## config.mk

```make
export PLATFORM = sky130hd
export DESIGN_NAME = luc_regs
export DESIGN_NICKNAME = d
export VERILOG_FILES = /design/src/hdl/luc_pkg.sv /design/src/hdl/luc_regs.sv
export SDC_FILE = /design/constraint.sdc
export NUM_CORES = 1
export LEC_CHECK = 0
export ABC_AREA = 1
export BUFFER_PORTS_ARGS = -buffer_cell sky130_fd_sc_hd__buf_2
export CAP_MARGIN = 10
export CORE_UTILIZATION = 40
export DETAILED_ROUTE_END_ITERATION = 12
export HOLD_SLACK_MARGIN = 0.12
export PLACE_DENSITY = 0.67
export SETUP_SLACK_MARGIN = 0.5
export SKIP_LAST_GASP = 1
export SYNTH_ARGS = -nofsm -noshare
export SYNTH_HDL_FRONTEND = slang
export SYNTH_SLANG_ARGS = --single-unit
```

## constraint.sdc

```tcl
create_clock -name i_clk -period 2.2 [get_ports i_clk]
set_input_delay 0 -clock i_clk [delete_from_list [all_inputs] [get_ports i_clk]]
set_output_delay 0 -clock i_clk [all_outputs]
set_load 0.03 [all_outputs]
```

## src/hdl/luc_pkg.sv

```systemverilog
// register map, field positions and reset values of the lin/uart controller register block
package luc_pkg;

  localparam int unsigned ADDR_W = 12;

  // register byte addresses
  localparam logic [ADDR_W-1:0] OFS_CONTROL   = 12'h000;
  localparam logic [ADDR_W-1:0] OFS_STATUS    = 12'h004;
  localparam logic [ADDR_W-1:0] OFS_ERROR     = 12'h008;
  localparam logic [ADDR_W-1:0] OFS_BITTIME   = 12'h00c;
  localparam logic [ADDR_W-1:0] OFS_BAUD      = 12'h010;
  localparam logic [ADDR_W-1:0] OFS_LENGTH    = 12'h014;
  localparam logic [ADDR_W-1:0] OFS_IDENT     = 12'h018;
  localparam logic [ADDR_W-1:0] OFS_BUFSEL    = 12'h01c;
  localparam logic [ADDR_W-1:0] OFS_DATA      = 12'h020;

  // control register fields
  localparam int unsigned CTL_UART_BIT    = 0;
  localparam int unsigned CTL_LEGACY_BIT  = 6;
  // status register field
  localparam int unsigned STS_ERR_BIT     = 3;
  // error flag positions
  localparam int unsigned ERR_ABORT_BIT   = 7;
  // bit timing fields
  localparam int unsigned BT_RESYNC_BIT   = 7;
  localparam int unsigned BT_SPB_LSB      = 0;
  localparam int unsigned BT_SPB_W        = 6;
  // baud divisor
  localparam int unsigned DIV_W           = 12;
  // response length fields
  localparam int unsigned LEN_TX_LSB      = 4;
  localparam int unsigned LEN_RX_LSB      = 0;
  localparam int unsigned LEN_W           = 4;
  localparam logic [3:0]  LEN_MAX         = 4'h8;
  // identifier fields
  localparam int unsigned ID_PAR_LSB      = 6;
  localparam int unsigned ID_LEGACY_LSB   = 4;
  localparam int unsigned ID_W            = 6;
  localparam int unsigned ID_LEGACY_W     = 4;
  // buffer select fields
  localparam int unsigned SEL_AUTO_BIT    = 3;
  localparam int unsigned SEL_IDX_W       = 3;
  localparam int unsigned BUF_DEPTH       = 8;

  // reset and limit values
  localparam logic [5:0]  SPB_RESET       = 6'h20;
  localparam logic [5:0]  SPB_MIN         = 6'h08;
  localparam logic [11:0] DIV_RESET       = 12'h000;

  // legacy length code decode results
  localparam logic [3:0]  LEGACY_LEN_2    = 4'h2;
  localparam logic [3:0]  LEGACY_LEN_4    = 4'h4;
  localparam logic [3:0]  LEGACY_LEN_8    = 4'h8;

endpackage

```

## src/hdl/luc_regs.sv

```systemverilog
// lin/uart controller register block: apb slave, error flags, baud timing, response buffer
//
// Overview of operation
// - eight read-only error flags, reset to zero
// - abort command completion sets abort warning flag
// - clearing summary flag clears all eight flags
// - resync active while disable bit is zero
// - samples per bit field, default 32, 8..63
// - twelve-bit divisor scales clock to sample rate
// - transmit length from bits 7:4, max 8
// - receive length from bits 3:0, max 8
// - two identifier parity bits computed in 7:6
// - legacy mode decodes bits 5:4 as length
// - identifier width four legacy, six otherwise
// - buffer index auto-advances unless disabled
// - three-bit index selects one of eight bytes
// - data port: buffer in lin, register in uart
// - uart mode ignores lin-only fields
// - summary flag ors flags, write-one or uart read clears
// - protocol bit: zero newer, one legacy
module luc_regs
  import luc_pkg::*;
(
  // clock and reset
  input  wire logic              i_clk,
  input  wire logic              i_nrst,
  // apb slave
  input  wire logic              i_psel,
  input  wire logic              i_penable,
  input  wire logic              i_pwrite,
  input  wire logic [ADDR_W-1:0] i_paddr,
  input  wire logic [31:0]       i_pwdata,
  output logic                   o_pready,
  output logic                   o_pslverr,
  output logic [31:0]            o_prdata,
  // protocol engine events
  input  wire logic [7:0]        i_err_set,
  input  wire logic              i_abort_done,
  input  wire logic              i_resync_edge,
  // protocol engine data path
  input  wire logic              i_rx_wr,
  input  wire logic [2:0]        i_rx_idx,
  input  wire logic [7:0]        i_rx_data,
  input  wire logic [2:0]        i_tx_idx,
  output logic [7:0]             o_tx_byte,
  output logic                   o_uart_tx_load,
  // timing and frame configuration
  output logic                   o_sample_tick,
  output logic                   o_bit_tick,
  output logic                   o_resync_en,
  output logic                   o_uart_mode,
  output logic                   o_legacy_mode,
  output logic [3:0]             o_tx_len,
  output logic [3:0]             o_rx_len,
  output logic [5:0]             o_frame_ident,
  output logic [1:0]             o_ident_parity,
  output logic                   o_error_summary
);

  typedef struct packed {
    logic                    uart_mode;
    logic                    legacy_protocol_select;
    logic [7:0]              err;
    logic                    resync_disable;
    logic [BT_SPB_W-1:0]     samples_per_bit;
    logic [DIV_W-1:0]        baud_divisor_value;
    logic [LEN_W-1:0]        tx_response_length;
    logic [LEN_W-1:0]        rx_response_length;
    logic [ID_W-1:0]         frame_ident_field;
    logic                    index_autoadvance_off;
    logic [SEL_IDX_W-1:0]    buffer_index;
    logic [BUF_DEPTH-1:0][7:0] buffer;
    logic [7:0]              uart_tx;
    logic [7:0]              uart_rx;
    logic                    tx_load;
    logic [7:0]              tx_byte;
    logic [31:0]             prdata;
    logic                    pslverr;
    logic [DIV_W-1:0]        sample_cnt;
    logic [BT_SPB_W-1:0]     bit_cnt;
    logic                    sample_tick;
    logic                    bit_tick;
  } luc_state_s;

  luc_state_s state_reg;
  luc_state_s state_next;

  function automatic logic [3:0] luc_clamp_len(input logic [3:0] len);
    luc_clamp_len = (len > LEN_MAX) ? LEN_MAX : len;
  endfunction

  function automatic logic [3:0] luc_legacy_len(input logic [1:0] code);
    case (code)
      2'h2:    luc_legacy_len = LEGACY_LEN_4;
      2'h3:    luc_legacy_len = LEGACY_LEN_8;
      default: luc_legacy_len = LEGACY_LEN_2;
    endcase
  endfunction

  function automatic logic [1:0] luc_parity(input logic [5:0] id);
    luc_parity = {~(id[1] ^ id[3] ^ id[4] ^ id[5]), id[4] ^ id[2] ^ id[1] ^ id[0]};
  endfunction

  function automatic logic luc_mapped(input logic [ADDR_W-1:0] a);
    case (a)
      OFS_CONTROL, OFS_STATUS, OFS_ERROR, OFS_BITTIME, OFS_BAUD,
      OFS_LENGTH, OFS_IDENT, OFS_BUFSEL, OFS_DATA:
        luc_mapped = 1'b1;
      default:
        luc_mapped = 1'b0;
    endcase
  endfunction

  logic        setup;
  logic        access;
  logic        wr_acc;
  logic        rd_acc;
  logic        err_clear;
  logic        data_acc;
  logic        lin_mode;
  logic [1:0]  par;
  logic [31:0] rdata;
  logic [7:0]  bt_read;
  logic [7:0]  id_read;

  assign setup    = i_psel & ~i_penable;
  assign access   = i_psel & i_penable;
  assign wr_acc   = access & i_pwrite;
  assign rd_acc   = access & ~i_pwrite;
  assign lin_mode = ~state_reg.uart_mode;
  assign par      = luc_parity(state_reg.frame_ident_field);
  assign data_acc = access & (i_paddr == OFS_DATA);

  // a write of one to the summary bit, or a uart data read, clears every flag
  assign err_clear = (wr_acc & (i_paddr == OFS_STATUS) & i_pwdata[STS_ERR_BIT])
                   | (rd_acc & (i_paddr == OFS_DATA) & state_reg.uart_mode);

  assign bt_read = {state_reg.resync_disable, 1'b0, state_reg.samples_per_bit};
  assign id_read = {(lin_mode ? par : 2'b00), state_reg.frame_ident_field};

  // read mux, sampled in the setup phase so the access phase shows flopped data
  always_comb begin
    rdata = 32'h0000_0000;
    case (i_paddr)
      OFS_CONTROL: begin
        rdata[CTL_UART_BIT]   = state_reg.uart_mode;
        rdata[CTL_LEGACY_BIT] = state_reg.legacy_protocol_select;
      end
      OFS_STATUS:  rdata[STS_ERR_BIT] = |state_reg.err;
      OFS_ERROR:   rdata[7:0] = state_reg.err;
      OFS_BITTIME: rdata[7:0] = bt_read;
      OFS_BAUD:    rdata[DIV_W-1:0] = state_reg.baud_divisor_value;
      OFS_LENGTH:  rdata[7:0] = {state_reg.tx_response_length, state_reg.rx_response_length};
      OFS_IDENT:   rdata[7:0] = id_read;
      OFS_BUFSEL:  rdata[7:0] = {4'h0, state_reg.index_autoadvance_off, state_reg.buffer_index};
      OFS_DATA: begin
        if (state_reg.uart_mode) begin
          rdata[7:0] = state_reg.uart_rx;
        end else begin
          rdata[7:0] = state_reg.buffer[state_reg.buffer_index];
        end
      end
      default:     rdata = 32'h0000_0000;
    endcase
  end

  always_comb begin
    state_next = state_reg;
    state_next.tx_load = 1'b0;

    // apb response data captured at setup
    if (setup) begin
      state_next.prdata  = rdata;
      state_next.pslverr = ~luc_mapped(i_paddr);
    end

    // error flags: set wins over a clear in the same cycle
    state_next.err = state_reg.err & ~{8{err_clear}};
    state_next.err = state_next.err | i_err_set;
    if (i_abort_done) begin
      state_next.err[ERR_ABORT_BIT] = 1'b1;
    end

    // engine side writes received bytes
    if (i_rx_wr) begin
      if (state_reg.uart_mode) begin
        state_next.uart_rx = i_rx_data;
      end else begin
        state_next.buffer[i_rx_idx] = i_rx_data;
      end
    end
    state_next.tx_byte = state_reg.uart_mode ? state_reg.uart_tx : state_reg.buffer[i_tx_idx];

    // software writes
    if (wr_acc) begin
      case (i_paddr)
        OFS_CONTROL: begin
          state_next.uart_mode              = i_pwdata[CTL_UART_BIT];
          state_next.legacy_protocol_select = i_pwdata[CTL_LEGACY_BIT];
        end
        OFS_BITTIME: begin
          state_next.resync_disable = i_pwdata[BT_RESYNC_BIT];
          if (i_pwdata[BT_SPB_LSB +: BT_SPB_W] < SPB_MIN) begin
            state_next.samples_per_bit = SPB_MIN;
          end else begin
            state_next.samples_per_bit = i_pwdata[BT_SPB_LSB +: BT_SPB_W];
          end
        end
        // upper bits dropped; software keeps them zero
        OFS_BAUD:    state_next.baud_divisor_value = i_pwdata[DIV_W-1:0];
        OFS_LENGTH: begin
          state_next.tx_response_length = i_pwdata[LEN_TX_LSB +: LEN_W];
          state_next.rx_response_length = i_pwdata[LEN_RX_LSB +: LEN_W];
        end
        OFS_IDENT:   state_next.frame_ident_field = i_pwdata[ID_W-1:0];
        OFS_BUFSEL: begin
          state_next.index_autoadvance_off = i_pwdata[SEL_AUTO_BIT];
          state_next.buffer_index          = i_pwdata[SEL_IDX_W-1:0];
        end
        OFS_DATA: begin
          if (state_reg.uart_mode) begin
            state_next.uart_tx = i_pwdata[7:0];
            state_next.tx_load = 1'b1;
          end else begin
            state_next.buffer[state_reg.buffer_index] = i_pwdata[7:0];
          end
        end
        default: ;
      endcase
    end

    // index advance after each lin data port access while auto-advance is not disabled
    if (data_acc & lin_mode & ~state_reg.index_autoadvance_off) begin
      state_next.buffer_index = state_reg.buffer_index + 3'h1;
    end

    // sample period is divisor+1 clocks, bit period is samples_per_bit samples
    state_next.sample_tick = 1'b0;
    state_next.bit_tick    = 1'b0;
    if (state_reg.sample_cnt >= state_reg.baud_divisor_value) begin
      state_next.sample_cnt  = '0;
      state_next.sample_tick = 1'b1;
      if (state_reg.bit_cnt >= state_reg.samples_per_bit - 6'h01) begin
        state_next.bit_cnt  = '0;
        state_next.bit_tick = 1'b1;
      end else begin
        state_next.bit_cnt = state_reg.bit_cnt + 6'h01;
      end
    end else begin
      state_next.sample_cnt = state_reg.sample_cnt + 12'h001;
    end
    // an edge from the line restarts the bit when resync is allowed
    if (i_resync_edge & ~state_reg.resync_disable) begin
      state_next.sample_cnt = '0;
      state_next.bit_cnt    = '0;
    end
  end

  always_ff @(posedge i_clk) begin
    if (!i_nrst) begin
      state_reg                 <= '0;
      state_reg.samples_per_bit <= SPB_RESET;
      state_reg.baud_divisor_value <= DIV_RESET;
    end else begin
      state_reg <= state_next;
    end
  end

  // apb outputs
  assign o_pready  = 1'b1;
  assign o_pslverr = state_reg.pslverr;
  assign o_prdata  = state_reg.prdata;

  // configuration to the protocol engine
  assign o_tx_byte       = state_reg.tx_byte;
  assign o_uart_tx_load  = state_reg.tx_load;
  assign o_sample_tick   = state_reg.sample_tick;
  assign o_bit_tick      = state_reg.bit_tick;
  assign o_resync_en     = ~state_reg.resync_disable;
  assign o_uart_mode     = state_reg.uart_mode;
  assign o_legacy_mode   = state_reg.legacy_protocol_select;
  assign o_error_summary = |state_reg.err;

  always_comb begin
    o_tx_len       = 4'h0;
    o_rx_len       = 4'h0;
    o_frame_ident  = 6'h00;
    o_ident_parity = 2'b00;
    if (lin_mode) begin
      o_ident_parity = par;
      if (state_reg.legacy_protocol_select) begin
        o_frame_ident = {2'b00, state_reg.frame_ident_field[ID_LEGACY_W-1:0]};
        o_tx_len = luc_legacy_len(state_reg.frame_ident_field[ID_LEGACY_LSB +: 2]);
        o_rx_len = luc_legacy_len(state_reg.frame_ident_field[ID_LEGACY_LSB +: 2]);
      end else begin
        o_frame_ident = state_reg.frame_ident_field;
        o_tx_len = luc_clamp_len(state_reg.tx_response_length);
        o_rx_len = luc_clamp_len(state_reg.rx_response_length);
      end
    end
  end

endmodule

```

Yosys cells after proc, flatten, opt, wreduce, memory -nomap -nowiden
Index checks and enable logic that the tools add are counted.
Word-level totals
  register bits after elaboration: 169
  input port bits: 74
  output and inout bits: 65
  logic and storage cells: 148
Cells by class
  add/sub/neg operators: 4
  magnitude comparators: 10
  equal/unequal tests: 10
  muxes and demuxes: 45
  bitwise gates (word level): 30
  reduce and logical (&&, ||, !) cells: 20
Operators with widths (count)
  two-way mux 64 bit: 3
  bitwise mux 64 bit: 2
  two-way mux 75 bit: 1
  two-way mux 72 bit: 1
  two-way mux 8 bit: 7
  binary-select mux 8 bit (select 3 bit): 2
  demux 8 bit (select 3 bit): 2
  equality test 12 x 5 -> 1 bit (second input constant): 4
  two-way mux 4 bit: 7
  equality test 12 x 4 -> 1 bit (second input constant): 2
  two-way mux 6 bit: 4
  AND reduction 2 bit: 9
  one-hot mux 1 bit (8 select lines): 2
  one-hot mux 2 bit (7 select lines): 1
  adder 12 x 1 -> 12 bit (second input constant): 1
  bitwise AND 1 bit: 12
  equality test 12 x 3 -> 1 bit (second input constant): 1
  equality test 12 x 6 -> 1 bit (second input constant): 1
  greater-or-equal comparator 12 bit: 1
  logical NOT 12 bit: 1
  less-than comparator 3 x 4 -> 1 bit (second input constant): 3
  one-hot mux 1 bit (6 select lines): 2
  one-hot mux 2 bit (6 select lines): 1
  OR reduction 9 bit: 1
  24 further kinds: 48

Longest topological paths before layout
  word-level depth: 12
  gate-level depth with buffers: 13
  depth with buffers taken out: 13

Least setup slack after synthesis
OpenSTA, ideal clock, no wires.
  kind: register to register
  start: register state_reg (netlist bit bt_read[2])
  end: register state_reg[5] (netlist name)
  setup time: 76 ps
  data arrival time: 1806 ps
  data required time: 2124 ps
  path slack: 318 ps
  stages on the path, launching flop included: 13
  buffers on the path: 0
  clock period less this slack: 1882 ps
  path through: dfxtp_1 nor2_1 nand2_1 nor3_1 xor2_1 inv_1 ha_1 a21oi_1 o21a_1 nand3_1 nor2_1 nand2_1 a21boi_0
Between the ends
  longest elaborated chain between the ends: 3
RTL lines
  start: declaration: RTL line luc_regs.sv:85  | luc_state_s state_reg;
  start signal: assignment: RTL line luc_regs.sv:265  | state_reg <= state_next;
  subtractor 6 x 1 -> 6 bit: RTL line luc_regs.sv:243  | if (state_reg.bit_cnt >= state_reg.samples_per_bit - 6'h01) begin
  greater-or-equal comparator 6 bit: RTL line luc_regs.sv:243
  two-way mux 6 bit: RTL line luc_regs.sv:243
Every way passes these cells.
A chain may end at the register's enable or synchronous reset.

Final worst setup path
  start: register state_reg (netlist bit bt_read[1])
  end: register state_reg[7] (netlist name)
Same word-level chain as after synthesis.

==> impl_results.md <==
- Antenna violations before repair: 0
- # clock sinks: 169
- Post-synthesis adder-cell area fraction: 0.0280
- Reg2reg start: bt_read[1]
- Htree depth: 4
- Area of the core: 23800 µm²
- Min-delay src: i_paddr[3]
- Synth Area in Compound Gates: 0.234
- Placed insts: 1834
- Critical Setup Path Class: flip-flop to flip-flop
- R2R cell count: 12
- Syn Inst Count: 1472
- Top-Level Pins: 139
- Initial Utilization: 0.414
- Global-route wire length before repair: 51400 µm
- DRT Wirelength: 33300 µm
- RSZ-0062 raised after global routing: true
- Worst skew pair latency: 0.44 ns
- Fmax: 0.520 GHz
- Status: finished, final reports clean
- FF-to-FF End: state_reg[7]
- Gr usage total: 0.258
- # diodes: 0
- Max-cap violation count: 0
- Die area: 25200 µm²
- Placed Area: 10400 µm²
- XOR/XNOR Fraction of Synth Area: 0.0160
- Top-area cell type share of the netlist area: 0.344
- Drt via density: 5.46
- Placer congestion estimate: 0.965
- Seq/Total Area, Yosys: 0.344
- # DRC: 0
- Final HPWL from detailed placement: 23100 µm
- Synthesis-stage register bit count: 169
- Fill cell total of the finished layout: 2357
- Die width: 159 µm
- Setup TNS Final: 0 ns
- Final Slew Violations: 0
- Relative slew slack: 0.606
- Final hold vios: 0
- Largest register FFs: 130
- Initial DRT Pass Iterations: 5
- Total number of vias: 10500
- Final setup fails: 0
- WHS: 0.159 ns
- Most frequent cell after synthesis: nand2_1
- Worst Max-Slew Pin Slew: 0.590 ns
- Pwr dens: 572 nW/µm²
- Total Nets Final: 1686
- CTS buffer count: 17
- Largest family of logic cells by synthesized area: simple AND/OR/NAND/NOR gates
- CP Launch Type: flip-flop
- Hold path cells: 8
- Clk buf depth: 2
- Final Non-Filler Cells: 1922
- Leak: 5.12 nW
- Rows: 56
- Starting DRT DRC Count: 1210
- GR Overflow Total: 0
- EDFF count, synth: 0
- Routed WL per cell: 17.3 µm
- Crit Path Max Fanout: 4
- Ys flop type: dfxtp_1
- Number of library cell types mapped by synthesis: 40
- Hold Path Sink: o_prdata[8]
- Critical Path RT: 2.56 ns
- Post-synthesis mux area share: 0
- Clock Tree Root: clkbuf_16
- Tcrit/Tclk final: 0.874
- Fraction of layout cells with a size suffix above 1: 0.177
- Worst Skew: 0.0118 ns
- Post-synth top area cell: dfxtp_1
- Dominant cells by area after synthesis: dfxtp_1 (34%), o21ai_0 (11%), nand2_1 (10%)
- TritonCTS clock tree: done
- Final instance area: 11900 µm²
- R2R Setup Slk: 0.28 ns
- I/O Buffers: 97
- Minimum clock period: 1.92 ns
- P&R area growth vs syn: 20.6%
- Ys Warns: 0
- Tot Pwr: 0.00677 W
- Synth Area in Simple Gates: 0.253
- Crit. End Element: flip-flop
- Post-synth top cells: nand2_1 (262), o21ai_0 (221), nor2_1 (175)
- Chip Height: 159 µm
- Mean Syn Cell Area: 6.67 µm²
- Ys async rst share: 0
- Largest net degree at the start of global routing: 114
- Vias in the first global route: 9274
- Peak VDD IR: 0.000418 V
- Synthesized area: 9820 µm²
- Reg clk slew, reported paths: 0.07 ns
- HP Class: input port to flip-flop
- Final ANT Viol Nets: 0
- Data arrival, critical path: 2.29 ns
-- cells by family (layout without fill, tap and decap cells) --
family | count (synthesis) | count (layout)
DFF | 169 | 169
buffers and inverters | 256 | 368
and+or+nand+nor | 568 | 568
AOI/OAI and AO/OA | 437 | 437
adders and majority gates | 22 | 22
other | 2 | 21
xor gates and xnor gates | 18 | 18
-- area by class of cell --
cell class	instances	area, µm²	area share
clock buffer	18	429	0.0362
tap	319	399	0.0337
multi-input combinational	1066	5520	0.466
inverter	143	539	0.0455
sequential	169	3410	0.288
timing repair buffer	193	1410	0.119
clock inverter	14	138	0.0116
-- cell usage in the layout (no fill, tap or decap), types with 9 or more instances in the layout --
| cell | count |
|---|---|
| a211oi_1 | 16 |
| a21oi_1 | 146 |
| buf_2 | 98 |
| buf_4 | 40 |
| buf_6 | 14 |
| clkbuf_16 | 17 |
| conb_1 | 21 |
| dfxtp_1 | 153 |
| dfxtp_2 | 13 |
| dlygate4sd3_1 | 37 |
| ha_1 | 16 |
| inv_1 | 120 |
| inv_2 | 16 |
| nand2_1 | 246 |
| nand2_2 | 14 |
| nand3_1 | 82 |
| nand4_1 | 10 |
| nor2_1 | 165 |
| nor2_2 | 12 |
| nor3_1 | 9 |
| o211ai_1 | 12 |
| o21ai_0 | 208 |
| o21ai_1 | 26 |
| xor2_1 | 11 |
-- report_power, final --
part / internal [W] / switching (W)
clock network: 0.00158 / 0.00139
logic: 0.000205 / 0.000452
registers: 0.00310 / 0.0000356
total: 0.00490 / 0.00188
-- layer usage --
metal / share of wire / up-vias / track usage / routed length (µm)
met2: 0.44 / 548 / 0.398 / 14700
met1: 0.45 / 4800 / 0.364 / 14900
met5: 0 / - / 0 / 0
met4: 0.028 / 0 / 0.0896 / 942
met3: 0.083 / 67 / 0.0389 / 2750
li1: - / 5073 / - / -
-- critical path, stage by stage, from the launching register on --
cell      delay [ns]
dfxtp_2         0.33
nor2_1          0.10
nand2_1         0.09
buf_6           0.13
xor2_2          0.13
ha_1            0.30
nand2_1         0.08
inv_1           0.05
o211ai_1        0.13
nand3_2         0.16
nor2_1          0.13
nand2_1         0.08
a21boi_1        0.13
-- how the worst max path moves through the flow --
stage | to | from | slack (ns) | cells after the start
floorplan | o_rx_len[0] | o_uart_mode | 0.38 | 6
global placement | state_reg[4] | bt_read[2] | 0.23 | 12
detailed placement | state_reg[3] | bt_read[0] | 0.19 | 13
CTS | state_reg[7] | bt_read[1] | 0.32 | 12
global route | state_reg[5] | bt_read[2] | 0.14 | 11
finish | state_reg[7] | bt_read[1] | 0.28 | 12
-- metrics by stage --
stage,util,setup WS [ns]
floorplan,-,0.383
global placement,0.440,0.232
detailed placement,0.440,0.188
CTS,0.487,0.324
global route,0.499,0.138
finish,0.499,0.278
-- timing repair --
action | 4_1_cts | 5_1_grt
gates resized for setup | 39 | 72
hold buffers | 37 | 0
gates cloned | 1 | 4
buffers inserted | 4 | 10
endpoints found under the setup margin | 77 | 106
pin swaps | 12 | 8
endpoints found under the hold margin | 94 | 0
(Power assumes the default switching activity.)
